--- config.mk ---
export PLATFORM = sky130hd
export DESIGN_NAME = txos_oversampler
export DESIGN_NICKNAME = d
export VERILOG_FILES = /design/src/rtl/txos_pkg.sv /design/src/rtl/txos_oversampler.sv
export VERILOG_INCLUDE_DIRS = /design/src /design/src/rtl
export SDC_FILE = /design/constraint.sdc
export NUM_CORES = 1
export LEC_CHECK = 0
export BUFFER_PORTS_ARGS = -buffer_cell sky130_fd_sc_hd__buf_2
export CELL_PAD_IN_SITES_DETAIL_PLACEMENT = 2
export CELL_PAD_IN_SITES_GLOBAL_PLACEMENT = 2
export CORE_ASPECT_RATIO = 0.7
export CORE_MARGIN = 3
export CORE_UTILIZATION = 47
export DETAILED_ROUTE_END_ITERATION = 10
export HOLD_SLACK_MARGIN = 0.03
export PLACE_DENSITY = 0.82
export SLEW_MARGIN = 15
export SYNTH_ARGS = -nofsm -noshare
export SYNTH_HDL_FRONTEND = slang
export SYNTH_SLANG_ARGS = --single-unit
--- constraint.sdc ---
create_clock -name clk_sys -period 12.5 [get_ports clk_sys]
set_clock_uncertainty 0.1 [all_clocks]
set_input_delay 3.125 -clock clk_sys [delete_from_list [all_inputs] [get_ports clk_sys]]
set_output_delay 3.125 -clock clk_sys [all_outputs]
set_load 0.05 [all_outputs]
--- src/rtl/txos_consts.svh ---
`ifndef TXOS_CONSTS_SVH
`define TXOS_CONSTS_SVH

// ==========================================================
// Oversampled transmit path constants
`define TXOS_OSR           5
`define TXOS_OSR_LAST      3'h4
`define TXOS_PHASE_RST     3'h0
`define TXOS_FIFO_DEPTH    8
`define TXOS_CHANNELS      4
`define TXOS_SYMBOLS       2
`define TXOS_BITS_PER_SYM  10

`endif

--- src/rtl/txos_pkg.sv ---
`include "txos_consts.svh"

package txos_pkg;

   // ==========================================================
   // Path modes, one-hot
   typedef enum logic [2:0] {
      TXOS_IDLE   = 3'h1,
      TXOS_BYPASS = 3'h2,
      TXOS_OVER   = 3'h4
   } txos_mode_type;

   // ==========================================================
   // Transceiver status seen by the path
   typedef struct packed {
      logic [`TXOS_CHANNELS-1:0] calBusy;
      logic [`TXOS_CHANNELS-1:0] digitalReset;
      logic                      pllLocked;
   } txos_xcvr_status_type;

endpackage

--- src/rtl/txos_oversampler.sv ---
// Overview of operation
// - Repeat every input bit five times in sequence
// - Input word taken once per five cycles when oversampling, every cycle in bypass
// - Oversample only below minimum rate, one read
// - Enable pulse every fifth cycle reads FIFO
// - Parallel bus is S times 4 times 10
// - Calibration busy high during calibration or reset
// - PLL power-down resets PLL; lock rises later

`include "txos_consts.svh"

// ==========================================================
// Word FIFO with registered flags
module txos_fifo #(
   parameter int WIDTH = 80,
   parameter int DEPTH = `TXOS_FIFO_DEPTH
) (
   // Clock and reset
   input  wire logic             clk_sys,
   input  wire logic             rst_b,
   // Fill side
   input  wire logic             inValid,
   output logic                  inReady,
   input  wire logic [WIDTH-1:0] inData,
   // Drain side
   output logic                  outValid,
   input  wire logic             outReady,
   output logic      [WIDTH-1:0] outData
);
   localparam int AW = (DEPTH > 1) ? $clog2(DEPTH) : 1;
   // Count at DEPTH marks a full buffer
   localparam logic [AW:0] FULL_CNT = (AW+1)'(DEPTH);
   localparam logic [AW-1:0] LAST_PTR = AW'(DEPTH - 1);

   logic [WIDTH-1:0] mem_q [DEPTH];
   logic [AW-1:0]    wrPtr_q;
   logic [AW-1:0]    wrPtr_d;
   logic [AW-1:0]    rdPtr_q;
   logic [AW-1:0]    rdPtr_d;
   logic [AW:0]      count_q;
   logic [AW:0]      count_d;
   logic             notFull_q;
   logic             notFull_d;
   logic             notEmpty_q;
   logic             notEmpty_d;
   logic             push;
   logic             pop;

   assign inReady  = notFull_q;
   assign outValid = notEmpty_q;
   assign outData  = mem_q[rdPtr_q];
   assign push     = inValid & notFull_q;
   assign pop      = outReady & notEmpty_q;

   // Pointer and flag next values
   always_comb begin
      wrPtr_d = wrPtr_q;
      rdPtr_d = rdPtr_q;
      count_d = count_q;
      if (push) begin
         wrPtr_d = (wrPtr_q == LAST_PTR) ? '0 : wrPtr_q + 1'b1;
      end
      if (pop) begin
         rdPtr_d = (rdPtr_q == LAST_PTR) ? '0 : rdPtr_q + 1'b1;
      end
      if (push && !pop) begin
         count_d = count_q + 1'b1;
      end else if (pop && !push) begin
         count_d = count_q - 1'b1;
      end
      notFull_d  = (count_d != FULL_CNT);
      notEmpty_d = (count_d != '0);
   end

   // Pointer and flag registers
   always_ff @(posedge clk_sys or negedge rst_b) begin
      if (!rst_b) begin
         wrPtr_q    <= '0;
         rdPtr_q    <= '0;
         count_q    <= '0;
         notFull_q  <= 1'b0; // Ready from the first edge after reset
         notEmpty_q <= 1'b0;
      end else begin
         wrPtr_q    <= wrPtr_d;
         rdPtr_q    <= rdPtr_d;
         count_q    <= count_d;
         notFull_q  <= notFull_d;
         notEmpty_q <= notEmpty_d;
      end
   end

   // Storage, written only on accepted words
   always_ff @(posedge clk_sys) begin
      if (push) begin
         mem_q[wrPtr_q] <= inData;
      end
   end
endmodule // txos_fifo

// ==========================================================
// Clock enable generator, one pulse every RATIO cycles
module txos_clk_en_gen #(
   parameter int RATIO = `TXOS_OSR
) (
   // Clock and reset
   input  wire logic clk_sys,
   input  wire logic rst_b,
   // Run control and enable pulse
   input  wire logic run,
   output logic      enable
);
   // Phase counter width and wrap point
   localparam int            CW   = (RATIO > 1) ? $clog2(RATIO) : 1;
   localparam logic [CW-1:0] LAST = CW'(RATIO - 1);

   logic [CW-1:0] phase_q;
   logic [CW-1:0] phase_d;

   // Pulse on the last phase of each group, only while running
   assign enable = run & (phase_q == LAST);

   // Phase next value, restarts from zero whenever the path stops
   always_comb begin
      phase_d = '0;
      if (run) begin
         phase_d = (phase_q == LAST) ? '0 : phase_q + 1'b1;
      end
   end

   // Phase register
   always_ff @(posedge clk_sys or negedge rst_b) begin
      if (!rst_b) begin
         phase_q <= '0;
      end else begin
         phase_q <= phase_d;
      end
   end
endmodule // txos_clk_en_gen

// ==========================================================
// Low-rate transmit oversampler
module txos_oversampler
   import txos_pkg::*;
#(
   parameter int SYMBOLS    = `TXOS_SYMBOLS,
   parameter int FIFO_DEPTH = `TXOS_FIFO_DEPTH
) (
   // Clock and reset
   input  wire logic                 clk_sys,
   input  wire logic                 rst_b,
   // Mode control
   input  wire logic                 lowRate,
   // Transceiver status
   input  wire txos_xcvr_status_type xcvrStatus,
   // Word source
   input  wire logic                 srcValid,
   output logic                      srcReady,
   input  wire logic [SYMBOLS*`TXOS_CHANNELS*`TXOS_BITS_PER_SYM-1:0] srcData,
   // Transceiver parallel data
   output logic [SYMBOLS*`TXOS_CHANNELS*`TXOS_BITS_PER_SYM-1:0]      txParallelData_q,
   output logic                      txDataValid_q,
   output logic                      readStrobe_q,
   output logic                      underrun_q
);
   localparam int OUT_W = SYMBOLS * `TXOS_CHANNELS * `TXOS_BITS_PER_SYM;
   localparam int CHUNK = OUT_W / `TXOS_OSR;

   logic             fifoReady;
   logic             fifoValid;
   logic             fifoPop;
   logic [OUT_W-1:0] fifoData;
   logic             linkUp;
   txos_mode_type    mode_q;
   txos_mode_type    mode_d;
   logic [2:0]       chunk_q;
   logic [2:0]       chunk_d;
   logic [OUT_W-1:0] word_q;
   logic [OUT_W-1:0] word_d;
   logic [OUT_W-1:0] txParallelData_d;
   logic             txDataValid_d;
   logic             readStrobe_d;
   logic             underrun_d;
   logic             strobe;

   // Buffer between the word source and the transceiver
   txos_fifo #(
      .WIDTH (OUT_W),
      .DEPTH (FIFO_DEPTH)
   ) u_fifo (
      .clk_sys  (clk_sys),
      .rst_b    (rst_b),
      .inValid  (srcValid),
      .inReady  (fifoReady),
      .inData   (srcData),
      .outValid (fifoValid),
      .outReady (fifoPop),
      .outData  (fifoData)
   );

   // Ready is the buffer's registered not-full flag, so every handshake lands
   assign srcReady = fifoReady;

   // Link usable only when every channel is calibrated and out of reset
   assign linkUp = xcvrStatus.pllLocked
                 & ~|xcvrStatus.calBusy
                 & ~|xcvrStatus.digitalReset;

   // Read strobe generator, runs only in the oversampled mode
   txos_clk_en_gen #(
      .RATIO (`TXOS_OSR)
   ) u_clk_en (
      .clk_sys (clk_sys),
      .rst_b   (rst_b),
      .run     (mode_q == TXOS_OVER),
      .enable  (strobe)
   );

   // Read every cycle in bypass, once per group when oversampling
   assign fifoPop = (mode_q == TXOS_BYPASS) | strobe;

   // Mode, chunk and word next values
   // Group phase is kept by the enable generator
   always_comb begin
      mode_d  = TXOS_IDLE;
      chunk_d = chunk_q;
      word_d  = word_q;
      if (linkUp) begin
         mode_d = lowRate ? TXOS_OVER : TXOS_BYPASS;
      end
      case (mode_q)
         TXOS_OVER: begin
            // Input taken only on the strobe, ignored on the other four
            if (strobe) begin
               word_d  = fifoValid ? fifoData : '0;
               chunk_d = `TXOS_PHASE_RST;
            end else if (chunk_q != `TXOS_OSR_LAST) begin
               chunk_d = chunk_q + 3'h1;
            end
         end
         default: begin
            chunk_d = `TXOS_OSR_LAST;
            word_d  = '0;
         end
      endcase
   end

   // Mode, chunk and word registers
   always_ff @(posedge clk_sys or negedge rst_b) begin
      if (!rst_b) begin
         mode_q  <= TXOS_IDLE;
         chunk_q <= `TXOS_OSR_LAST;
         word_q  <= '0;
      end else begin
         mode_q  <= mode_d;
         chunk_q <= chunk_d;
         word_q  <= word_d;
      end
   end

   // Output word: each bit of the current chunk repeated, low bit first
   always_comb begin
      int idx;
      idx              = 0;
      txParallelData_d = '0;
      txDataValid_d    = 1'b0;
      readStrobe_d     = strobe;
      // Underrun only when a strobe finds the buffer empty
      underrun_d       = strobe & ~fifoValid;
      case (mode_q)
         TXOS_OVER: begin
            for (int i = 0; i < OUT_W; i++) begin
               idx = int'(chunk_q) * CHUNK + i / `TXOS_OSR;
               txParallelData_d[i] = word_q[idx];
            end
            txDataValid_d = 1'b1;
         end
         TXOS_BYPASS: begin
            txParallelData_d = fifoValid ? fifoData : '0;
            txDataValid_d    = fifoValid;
         end
         default: begin
            txParallelData_d = '0;
            underrun_d       = 1'b0;
         end
      endcase
   end

   // Output registers, clocked by the channel zero parallel clock
   always_ff @(posedge clk_sys or negedge rst_b) begin
      if (!rst_b) begin
         txParallelData_q <= '0;
         txDataValid_q    <= 1'b0;
         readStrobe_q     <= 1'b0;
         underrun_q       <= 1'b0;
      end else begin
         txParallelData_q <= txParallelData_d;
         txDataValid_q    <= txDataValid_d;
         readStrobe_q     <= readStrobe_d;
         underrun_q       <= underrun_d;
      end
   end
endmodule // txos_oversampler

# [Word-level counts from Yosys, hierarchy flattened]
# Memories as Yosys holds them, arrays and structs flattened.
# Cells that the tools add are included.
[totals] regBits=184 mem_bits_rw=640 inputBits=93 out_inout_bits=84 elab_cells=144 n_memories=1
[classes] addsub=21 order_cmp=16 eq_ne=9 muxes=66 bitwise=8 reduce_logical=10
[memory_table] memory="u_fifo.mem_q" words=8 width=80 rd=1 rd_ports_with_merged_regs=0 wr=1 line="txos_oversampler.sv:35" rtl="logic [WIDTH-1:0] mem_q [DEPTH];"
[op_table] operator="$mux W80" n=3
[op_table] operator="$pmux W80 S2" n=1
[op_table] operator="$lt A8 B8 Y1 const B" n=14
[op_table] operator="$bmux W1 S7" n=15
[op_table] operator="$add A7 B4 Y8 const B" n=8
[op_table] operator="$mux W1" n=34
[op_table] operator="$add A7 B3 Y8 const B" n=4
[op_table] operator="$lt A32 B9 Y1 const B" n=1
[op_table] operator="$mux W3" n=9
[op_table] operator="$add A7 B2 Y8 const B" n=2
[op_table] operator="$add A3 B1 Y3 const B" n=4
[op_table] operator="$eq A3 B3 Y1 const B" n=4
[op_table] operator="$add A7 B1 Y8 const B" n=1
[op_table] operator="$lt A7 B8 Y1 const B" n=1
[op_table] operator="$mux W4" n=2
[op_table] operator="$reduce_or A4 Y1" n=2
[op_table] operator="$and A1 B1 Y1" n=6
[op_table] operator="$ne A3 B3 Y1 const B" n=2
[op_table] operator="$add A4 B1 Y4 const B" n=1
[op_table] operator="$logic_not A1 Y1" n=4
[op_table] operator="$ne A4 B4 Y1 const B" n=1
[op_table] operator="$reduce_bool A4 Y1" n=1
[op_table] operator="$sub A4 B1 Y4 const B" n=1
[op_table] operator="$bmux W1 S3" n=1
[op_table] operator="other kinds (7)" n=8

# [Depth between registers and ports, before layout]
# Gate-level depths: netlist (run 1).
[logic_depth] word_depth=8 mapped_depth=8 mapped_depth_nobuf=7

# [By module]
# From an unflattened synthesis (run 1), not the netlist that was laid out.
[unflattened] hier_cells=1714 area_unflattened_um2=32743.9
[modules_own_cells] module="txos_fifo" instances=1 cells_per_inst=993 area_per_inst_um2=25042.8
[modules_own_cells] module="txos_oversampler" instances=1 cells_per_inst=707 area_per_inst_um2=7549.7
[modules_own_cells] module="txos_clk_en_gen" instances=1 cells_per_inst=14 area_per_inst_um2=151.4

# [Worst setup path before layout (run 1)]
# No wires, ideal clock.
[synth_path] path_type="input -> register" startpoint="input srcValid" endpoint="memory u_fifo.mem_q[0][0], enable pin" arrival_time_ns=10.949 t_required_ns=11.682 setup_slack_ns=0.733 cell_stages=2 n_path_buf=0 cell_sequence="nand2_1 -> nor4_1"
[synth_via] elab_chain_len=3
[synth_rtl] element="start: declaration" line="txos_oversampler.sv:156" rtl="input wire logic srcValid,"
[synth_rtl] element="$and A1 B1 Y1" line="txos_oversampler.sv:52" rtl="assign push = inValid & notFull_q;"
[synth_rtl] element="$mux W1" line="txos_oversampler.sv:94" rtl="if (push) begin"
[synth_rtl] element="$mux W1 (not written as such)" line="txos_oversampler.sv:95" rtl="mem_q[wrPtr_q] <= inData;"
[synth_rtl] element="end: declaration" line="txos_oversampler.sv:35"
# No other way between the ends.

# [Worst setup path in the final report (run 1)]
[layout_path] startpoint="input srcValid" endpoint="memory u_fifo.mem_q[7][36], enable pin"
# Same word-level chain as after synthesis.

==> key figures, run 1 <==
STA
  • Total negative slack: 0 ns
  • Slew margin rel.: 21.9%
  • Final setup vio count: 0
  • Slew @ Worst Pin: 1.17 ns
  • F_max: 191 MHz
  • Final Hold Viols: 0
  • RSZ-0062 raised after global routing: no
  • Tcrit/Tclk final: 41.8%
  • Final max-slew violation count: 0
  • Post-layout min period: 5.23 ns

Yosys
  • Net Count, Synth: 1747
  • Post-synth EDFFs: 640
  • Top post-synthesis cells by area: edfxtp_1 (61%), dfrtp_1 (14%), mux4_2 (13%)
  • Avg Inst Size Synth: 19.1 um^2
  • Yosys reg bits: 824
  • Synthesized area: 0.0314 mm^2
  • Top cells by count, synth: edfxtp_1 (640), nand2_1 (200), dfrtp_1 (182), mux4_2 (176), o21ai_1 (160)
  • Ys async rst share: 22.3%
  • Ys flop type: edfxtp_1
  • Synthesis Warnings: 0
  • Dominant cell type by area after synthesis: edfxtp_1
  • Most numerous cell in the Yosys netlist: edfxtp_1
  • Register area share after synthesis: 75.8%
  • Post-Synthesis Cells: 1644
  • Synth unique cells: 39
  • Top cell type's share of synthesized area: 61.2%

Clock tree
  • CTS buffer count: 79
  • Post_cts resized: 0
  • CTS tree: built
  • Root buf cell: clkbuf_16
  • Clock buffer depth: 3
  • Clk slew on worst S/H paths: 0.06 ns
  • Clock sink count: 824
  • Worst-Skew Late Latency: 0.65 ns
  • Postcts setup bufs: 0
  • CTS H-Tree Depth: 3
  • CTS Hold Buffers Added: 0

Floorplanning
  • Die width: 315 um
  • Die height: 222 um
  • I/O pin count: 177
  • Die ar.: 0.0700 mm^2
  • Core area: 0.0655 mm^2
  • Site row count: 78
  • Starting Density: 48.0%

Critical path
  • Data arrival, critical path: 5.38 ns
  • CP max-delay cell: buf_4
  • CP startpoint kind: input port
  • Buf/Inv on CP: 2
  • Crit Path Max Fanout: 58
  • CP Cell Sequence: buf_2 -> nand3_1 -> nor2_4 -> buf_4
  • CP peak stage delay: 0.93 ns
  • Setup CP Type: input port to register
  • CP Capture Type: register
  • Worst EP required: 12.65 ns
  • Crit-path leading delay family: simple AND/OR/NAND/NOR gates

Pwr
  • P per Cell Area: 183 mW/mm^2
  • Tot Pwr: 0.00657 W
  • Max VDD drop: 0.112 mV
  • Leak: 12.7 nW

Run
  • Max-cap viol count: 0

Place
  • IO Port Bufs: 176
  • GPL Wtd Cong: 0.780
  • Placed Instances: 2638
  • Hpwl dp: 56400 um
  • DP Area: 0.0332 mm^2

Route
  • Drt pass-1 iters: 5
  • WL per Instance: 33.8 um
  • Antenna Nets Post-Route: 0
  • Max layer used: met5
  • Metal3 WL: 5640 um
  • Wl on met1: 37400 um
  • Vias/cell: 6.02
  • DRC viols: 0
  • Total number of vias: 16800
  • WL final: 94200 um
  • Metal2 WL: 48300 um
  • Starting DRT DRC Count: 1797

Finish
  • Final Non-Filler Cells: 2786
  • Post-route core utilization: 54.8%
  • Area of the multi-input gates: 0.00713 mm^2
  • Ratio of cells with drive above 1 in the final layout: 31.5%
  • FF/Latch Area: 0.0238 mm^2
  • P&R area growth vs syn: 14.1%
  • Fillers: 5537
  • Fin area: 0.0359 mm^2
  • Fin nets: 1942

Min path
  • Min-delay worst type: register to register

GRT
  • First-pass GRT wire length: 138000 um
  • Initial antenna violation count: 7
  • Total Routing Usage GR: 27.4%
  • Largest net degree at the start of global routing: 107
  • Vias in the first global route: 18900
  • GRT overflow: 0

Outcome
  • Status: finished, final reports clean
[stage by stage]
step	hold WS [ns]	worst slack (ns)
2_1_floorplan	0.332	0.733
3_3_place_gp	0.367	6.61
3_5_place_dp	0.385	6.57
4_1_cts	0.416	7.23
5_1_grt	0.441	7.12
6_report	0.417	7.27
[kinds of logic (layout without fill, tap and decap cells)]
kind of cell | Yosys count | after routing | synth area share (%)
flops | 824 | 824 | 75.8
mux | 262 | 262 | 15.7
simple gates | 241 | 241 | 3.13
compound gates | 188 | 188 | 3.11
buf+inv | 114 | 375 | 1.70
fa+ha+maj | 10 | 10 | 0.398
xor+xnor | 5 | 5 | 0.139
other cells | 0 | 1 | 0
[placed cells by master (no fill, tap or decap), types with 22 or more instances in the layout]
cell and n:
clkbuf_1 22, o21ai_1 160, mux2_2 85, nand2_1 199, clkbuf_16 81, dfrtp_1 178
buf_2 175, mux4_2 176, inv_1 26, buf_4 26, edfxtp_1 640
[worst reg2reg max path: stages, from the launching register on]
cell and delay (ns):
dfrtp_4 0.85, buf_4 0.79, buf_4 0.86, mux4_2 0.70, mux2_2 0.31, nand2_1 0.15
o21ai_1 0.16
[per-layer routing]
| metal | GRT usage (%) | vias to the layer above |
|---|---|---|
| li1 | - | 6824 |
| met1 | 36.1 | 9104 |
| met2 | 46.1 | 649 |
| met3 | 5.39 | 179 |
| met5 | 0 | - |
| met4 | 8.76 | 10 |
[final timing paths]
kind | start | end | slack [ns] | cells after the start
setup / recovery | srcValid | u_fifo.mem_q[7][36]$_DFFE_PP_ | 7.27 | 4
hold / removal | u_fifo.count_q[3]$_DFF_PN0_ | u_fifo.count_q[3]$_DFF_PN0_ | 0.42 | 1
setup reg to reg | u_fifo.rdPtr_q[0]$_DFFE_PN0P_ | txParallelData_q[45]$_DFF_PN0_ | 8.39 | 6
hold reg to reg | u_fifo.count_q[3]$_DFF_PN0_ | u_fifo.count_q[3]$_DFF_PN0_ | 0.42 | 1
max in group asynchronous | rst_b | txParallelData_q[41]$_DFF_PN0_ | 8.03 | 2
min in group asynchronous | rst_b | u_fifo.count_q[0]$_DFF_PN0_ | 2.50 | 1
[where the power goes]
part | switching [W] | internal, W
Clock | 0.00109 | 0.00138
Sequential | 0.000118 | 0.00331
Combinational | 0.000502 | 0.000174
[area by class of cell]
cell class / count / area share, %
clock inverters: 33 / 0.973
diodes: 1 / 0.00698
multi-input cells: 706 / 19.9
inverters: 26 / 0.272
well taps: 880 / 3.07
repair buffers: 202 / 3.03
flip-flops and latches: 824 / 66.5
clock buffers: 114 / 6.30
[flip-flops by register name, indices dropped and copies added, names as in the netlist, 3 cells and up]
| name | count |
|---|---|
| word_q | 80 |
| u_fifo.wrPtr_q | 3 |
| u_fifo.mem_q | 640 |
| txParallelData_q | 80 |
| u_clk_en.phase_q | 3 |
| chunk_q | 3 |
| u_fifo.count_q | 4 |
| u_fifo.rdPtr_q | 3 |
| mode_q | 3 |
Power figures use the tool's default switching activity.
==> run 2: changes to the inputs <==
--- a/config.mk
+++ b/config.mk
@@ -6,15 +6,16 @@
 export SDC_FILE = /design/constraint.sdc
 export NUM_CORES = 1
 export LEC_CHECK = 0
+export ABC_AREA = 1
 export BUFFER_PORTS_ARGS = -buffer_cell sky130_fd_sc_hd__buf_2
 export CELL_PAD_IN_SITES_DETAIL_PLACEMENT = 2
 export CELL_PAD_IN_SITES_GLOBAL_PLACEMENT = 2
 export CORE_ASPECT_RATIO = 0.7
 export CORE_MARGIN = 3
-export CORE_UTILIZATION = 47
+export CORE_UTILIZATION = 38
 export DETAILED_ROUTE_END_ITERATION = 10
 export HOLD_SLACK_MARGIN = 0.03
-export PLACE_DENSITY = 0.82
+export PLACE_DENSITY = 0.78
 export SLEW_MARGIN = 15
 export SYNTH_ARGS = -nofsm -noshare
 export SYNTH_HDL_FRONTEND = slang
==> constraint.sdc (replaced) <==
create_clock -name clk_sys -period 4.8 [get_ports clk_sys]
set_clock_uncertainty 0.1 [all_clocks]
set_input_delay 1.2 -clock clk_sys [delete_from_list [all_inputs] [get_ports clk_sys]]
set_output_delay 1.2 -clock clk_sys [all_outputs]
set_load 0.05 [all_outputs]
==> key figures, run 2 <==
Clock tree
  • Postcts setup bufs: 0 (unchanged)
  • Clk slew on worst S/H paths: 0.07 ns (about the same)
  • Root buf cell: clkbuf_16
  • Clock sink count: 824 (unchanged)
  • CTS Hold Buffers Added: 0 (unchanged)
  • Clock buffer depth: 3 (unchanged)
  • Post_cts resized: 0 (unchanged)
  • CTS H-Tree Depth: 3 (unchanged)
  • CTS buffer count: 82 (+3.8%)
  • Worst-Skew Late Latency: 0.65 ns (about the same)
  • CTS tree: built

STA
  • Total negative slack: 0 ns (unchanged)
  • F_max: 298 MHz
  • Final Hold Viols: 0 (unchanged)
  • Tcrit/Tclk final: 69.8%
  • Worst hold margin: 0.374 ns (-0.0434 ns)
  • Final max-slew violation count: 0 (unchanged)
  • RSZ-0062 raised after global routing: no
  • Post-layout min period: 3.35 ns
  • Slew @ Worst Pin: 1.10 ns (-0.0703 ns)
  • Slew margin rel.: 26.6% (+4.7 points)
  • Final setup vio count: 0 (unchanged)

Yosys
  • Top cell type's share of synthesized area: 59.6% (-1.6 points)
  • Avg Inst Size Synth: 12.7 um^2 (-34%)
  • Register area share after synthesis: 73.9% (-1.9 points)
  • Yosys reg bits: 824 (unchanged)
  • Synthesized area: 0.0322 mm^2 (+2.6%)
  • Top post-synthesis cells by area: edfxtp_1 (60%), dfrtp_1 (14%), nor2_1 (5.9%)
  • Net Count, Synth: 2641 (+51%)
  • Ys flop type: edfxtp_1
  • Synth unique cells: 35 (-10%)
  • Post-Synthesis Cells: 2538 (+54%)
  • Dominant cell type by area after synthesis: edfxtp_1
  • Ys async rst share: 22.3% (unchanged)
  • Synthesis Warnings: 0 (unchanged)
  • Post-synth EDFFs: 640 (unchanged)
  • Most numerous cell in the Yosys netlist: edfxtp_1
  • Top cells by count, synth: edfxtp_1 (640), nor2_1 (506), o21ai_0 (262), o21ai_1 (208), dfrtp_1 (182)

Finish
  • Largest Register: u_fifo.mem_q
  • Fin nets: 2773 (+43%)
  • Ratio of cells with drive above 1 in the final layout: 13.7% (-18 points)
  • Post-route core utilization: 44.3% (-10 points)
  • Max FFs per register: 640 (unchanged)
  • P&R area growth vs syn: 14.5%
  • Largest regs: u_fifo.mem_q x640, txParallelData_q x80, word_q x80
  • Commonest non-fill, non-tap cells in the layout: edfxtp_1 (640), nor2_1 (498), o21ai_0 (262)
  • Commonest non-fill, non-tap cell in the layout: edfxtp_1

Route
  • Drt pass-1 iters: 5 (unchanged)
  • DRC viols: 0 (unchanged)
  • WL per Instance: 29.2 um (-14%)
  • WL final: 113000 um (+20%)
  • Vias/cell: 5.75 (-4.5%)
  • Antenna Nets Post-Route: 0 (unchanged)
  • Starting DRT DRC Count: 2136 (+19%)
  • Total number of vias: 22200 (+33%)

Critical path
  • Data arrival, critical path: 3.80 ns (-1.58 ns)
  • Crit-path leading delay family: simple AND/OR/NAND/NOR gates
  • CP Capture Type: register
  • CP max-delay cell: nand3_1
  • CP peak stage delay: 0.80 ns (-0.13 ns)
  • Worst EP required: 5.25 ns (-7.40 ns)
  • CP Cell Sequence: inv_2 -> nand3_1 -> o22ai_1 -> nand2_1 -> o21ai_1
  • Setup CP Type: register to register
  • Reg2Reg Setup Slack: 1.45 ns (-6.94 ns)
  • Worst r2r dst: txParallelData_q[59]$_DFF_PN0_
  • Worst R2R Path Depth: 5 (-1)
  • CP startpoint kind: register
  • Reg-to-reg critical path startpoint: chunk_q[0]$_DFFE_PN0P_
  • Buf/Inv on CP: 1 (-1)
  • Crit Path Max Fanout: 36 (-38%)

Pwr
  • Clock share of power: 37.3% (-0.2 points)
  • Reg power frac: 51.4% (-0.8 points)
  • Net Sw Frac: 27.4% (+1.4 points)
  • Leak: 13.4 nW (+5.2%)
  • Comb pwr share: 11.3% (+1.0 points)
  • P per Cell Area: 469 mW/mm^2 (+160%)
  • Max VDD drop: 0.239 mV (+110%)
  • Int Pwr: 0.0126 W (+160%)
  • Tot Pwr: 0.0173 W (+160%)
  • Net Switching: 0.00475 W (+180%)

Min path
  • HP Start: u_clk_en.phase_q[0]$_DFF_PN0_
  • Hold Path Sink: u_clk_en.phase_q[0]$_DFF_PN0_
  • Min-delay worst type: register to register
  • Worst hold stages: 1 (unchanged)

Floorplanning
  • Site row count: 88 (+13%)
  • Die ar.: 0.0884 mm^2 (+26%)
  • Die height: 250 um (+12%)
  • Core area: 0.0832 mm^2 (+27%)
  • Die width: 354 um (+12%)
  • I/O pin count: 177 (unchanged)
  • Starting Density: 38.7% (-9.3 points)

Place
  • GPL Wtd Cong: 0.800 (+2.6%)
  • IO Port Bufs: 176 (unchanged)
  • Hpwl dp: 67600 um (+20%)

GRT
  • GRT overflow: 0 (unchanged)
  • First-pass GRT wire length: 168000 um (+22%)
  • Total Routing Usage GR: 25.2% (-2.2 points)
  • Largest net degree at the start of global routing: 176 (+64%)
  • Vias in the first global route: 24800 (+32%)
  • Initial antenna violation count: 5 (-2)

Outcome
  • Status: finished, final reports clean

Run
  • Max-cap viol count: 0 (unchanged)
-- run 2: cell types whose count changed after synthesis, moves of 54 or more --
cell | previous run | this run
clkbuf_1 | 51 | 109
o22ai_1 | 0 | 64
inv_1 | 26 | 80
mux2_2 | 85 | 1
nor2_1 | 15 | 506
nand3_1 | 3 | 92
mux4_2 | 176 | 0
nand2_1 | 200 | 102
o21ai_0 | 18 | 262
o211ai_1 | 0 | 152
-- run 2: cell type report --
class                   count  area, um^2
well taps                1125        1410
repair buffers            219        1410
diodes                      1        2.50
inverters                  88         338
clock buffers             121        2340
multi-input cells        1455        7260
fillers                  8251       46300
flip-flops and latches    824       23800
clock inverters            32         317
-- run 2: worst max-delay path by stage --
stage	start	end	slack (ns)	cells past startpoint
floorplan	srcValid	u_fifo.mem_q[0][0]$_DFFE_PP_	-0.84	3
global placement	srcValid	u_fifo.mem_q[0][50]$_DFFE_PP_	1.38	5
detailed placement	srcValid	u_fifo.mem_q[3][5]$_DFFE_PP_	1.25	6
CTS	chunk_q[0]$_DFFE_PN0P_	txParallelData_q[40]$_DFF_PN0_	1.56	5
global route	chunk_q[0]$_DFFE_PN0P_	txParallelData_q[44]$_DFF_PN0_	1.23	5
finish	chunk_q[0]$_DFFE_PN0P_	txParallelData_q[59]$_DFF_PN0_	1.45	5
-- run 2: logic make-up (layout without fill, tap and decap cells) --
kind of cell	Yosys count	count (layout)	synth area share (%)
flops	824	824	73.9
compound gates	728	728	12.9
mux	1	1	0.0349
simple gates	711	711	8.76
other cells	0	1	0
xor+xnor	5	5	0.136
buf+inv	259	460	3.83
fa+ha+maj	10	10	0.388
-- run 2: worst reg2reg max path: stages, from the launching register on --
cell,delay [ns]
dfrtp_1,0.72
inv_2,0.63
nand3_1,0.81
o22ai_1,0.52
nand2_1,0.27
o21ai_1,0.20
-- run 2: through the flow --
step | setup slack (ns) | instance area (um^2) | instances
global placement | 1.38 | 34300 | 3711
finish | 1.45 | 36900 | 3865
floorplan | -0.841 | 32200 | 2538
detailed placement | 1.25 | 34300 | 3711
global route | 1.23 | 36900 | 3865
CTS | 1.56 | 36900 | 3864
-- run 2: power groups by stage --
stage,registers (W),logic [W],clock network (W)
finish,0.00890,0.00196,0.00646
global route,0.00895,0.00210,0.00683
CTS,0.00890,0.00197,0.00655
detailed placement,0.00903,0.00194,0
global placement,0.00894,0.00181,0
floorplan,0.00891,0.000909,0
-- run 2: routing by layer --
metal  global-route usage [%]  wire, um  vias to the layer above
li1                         -         -                     9441
met1                     34.0     48200                    11900
met2                     42.4     55800                      700
met3                     3.61      5480                      189
met4                     7.73      3380                        0
met5                        0         0                        -
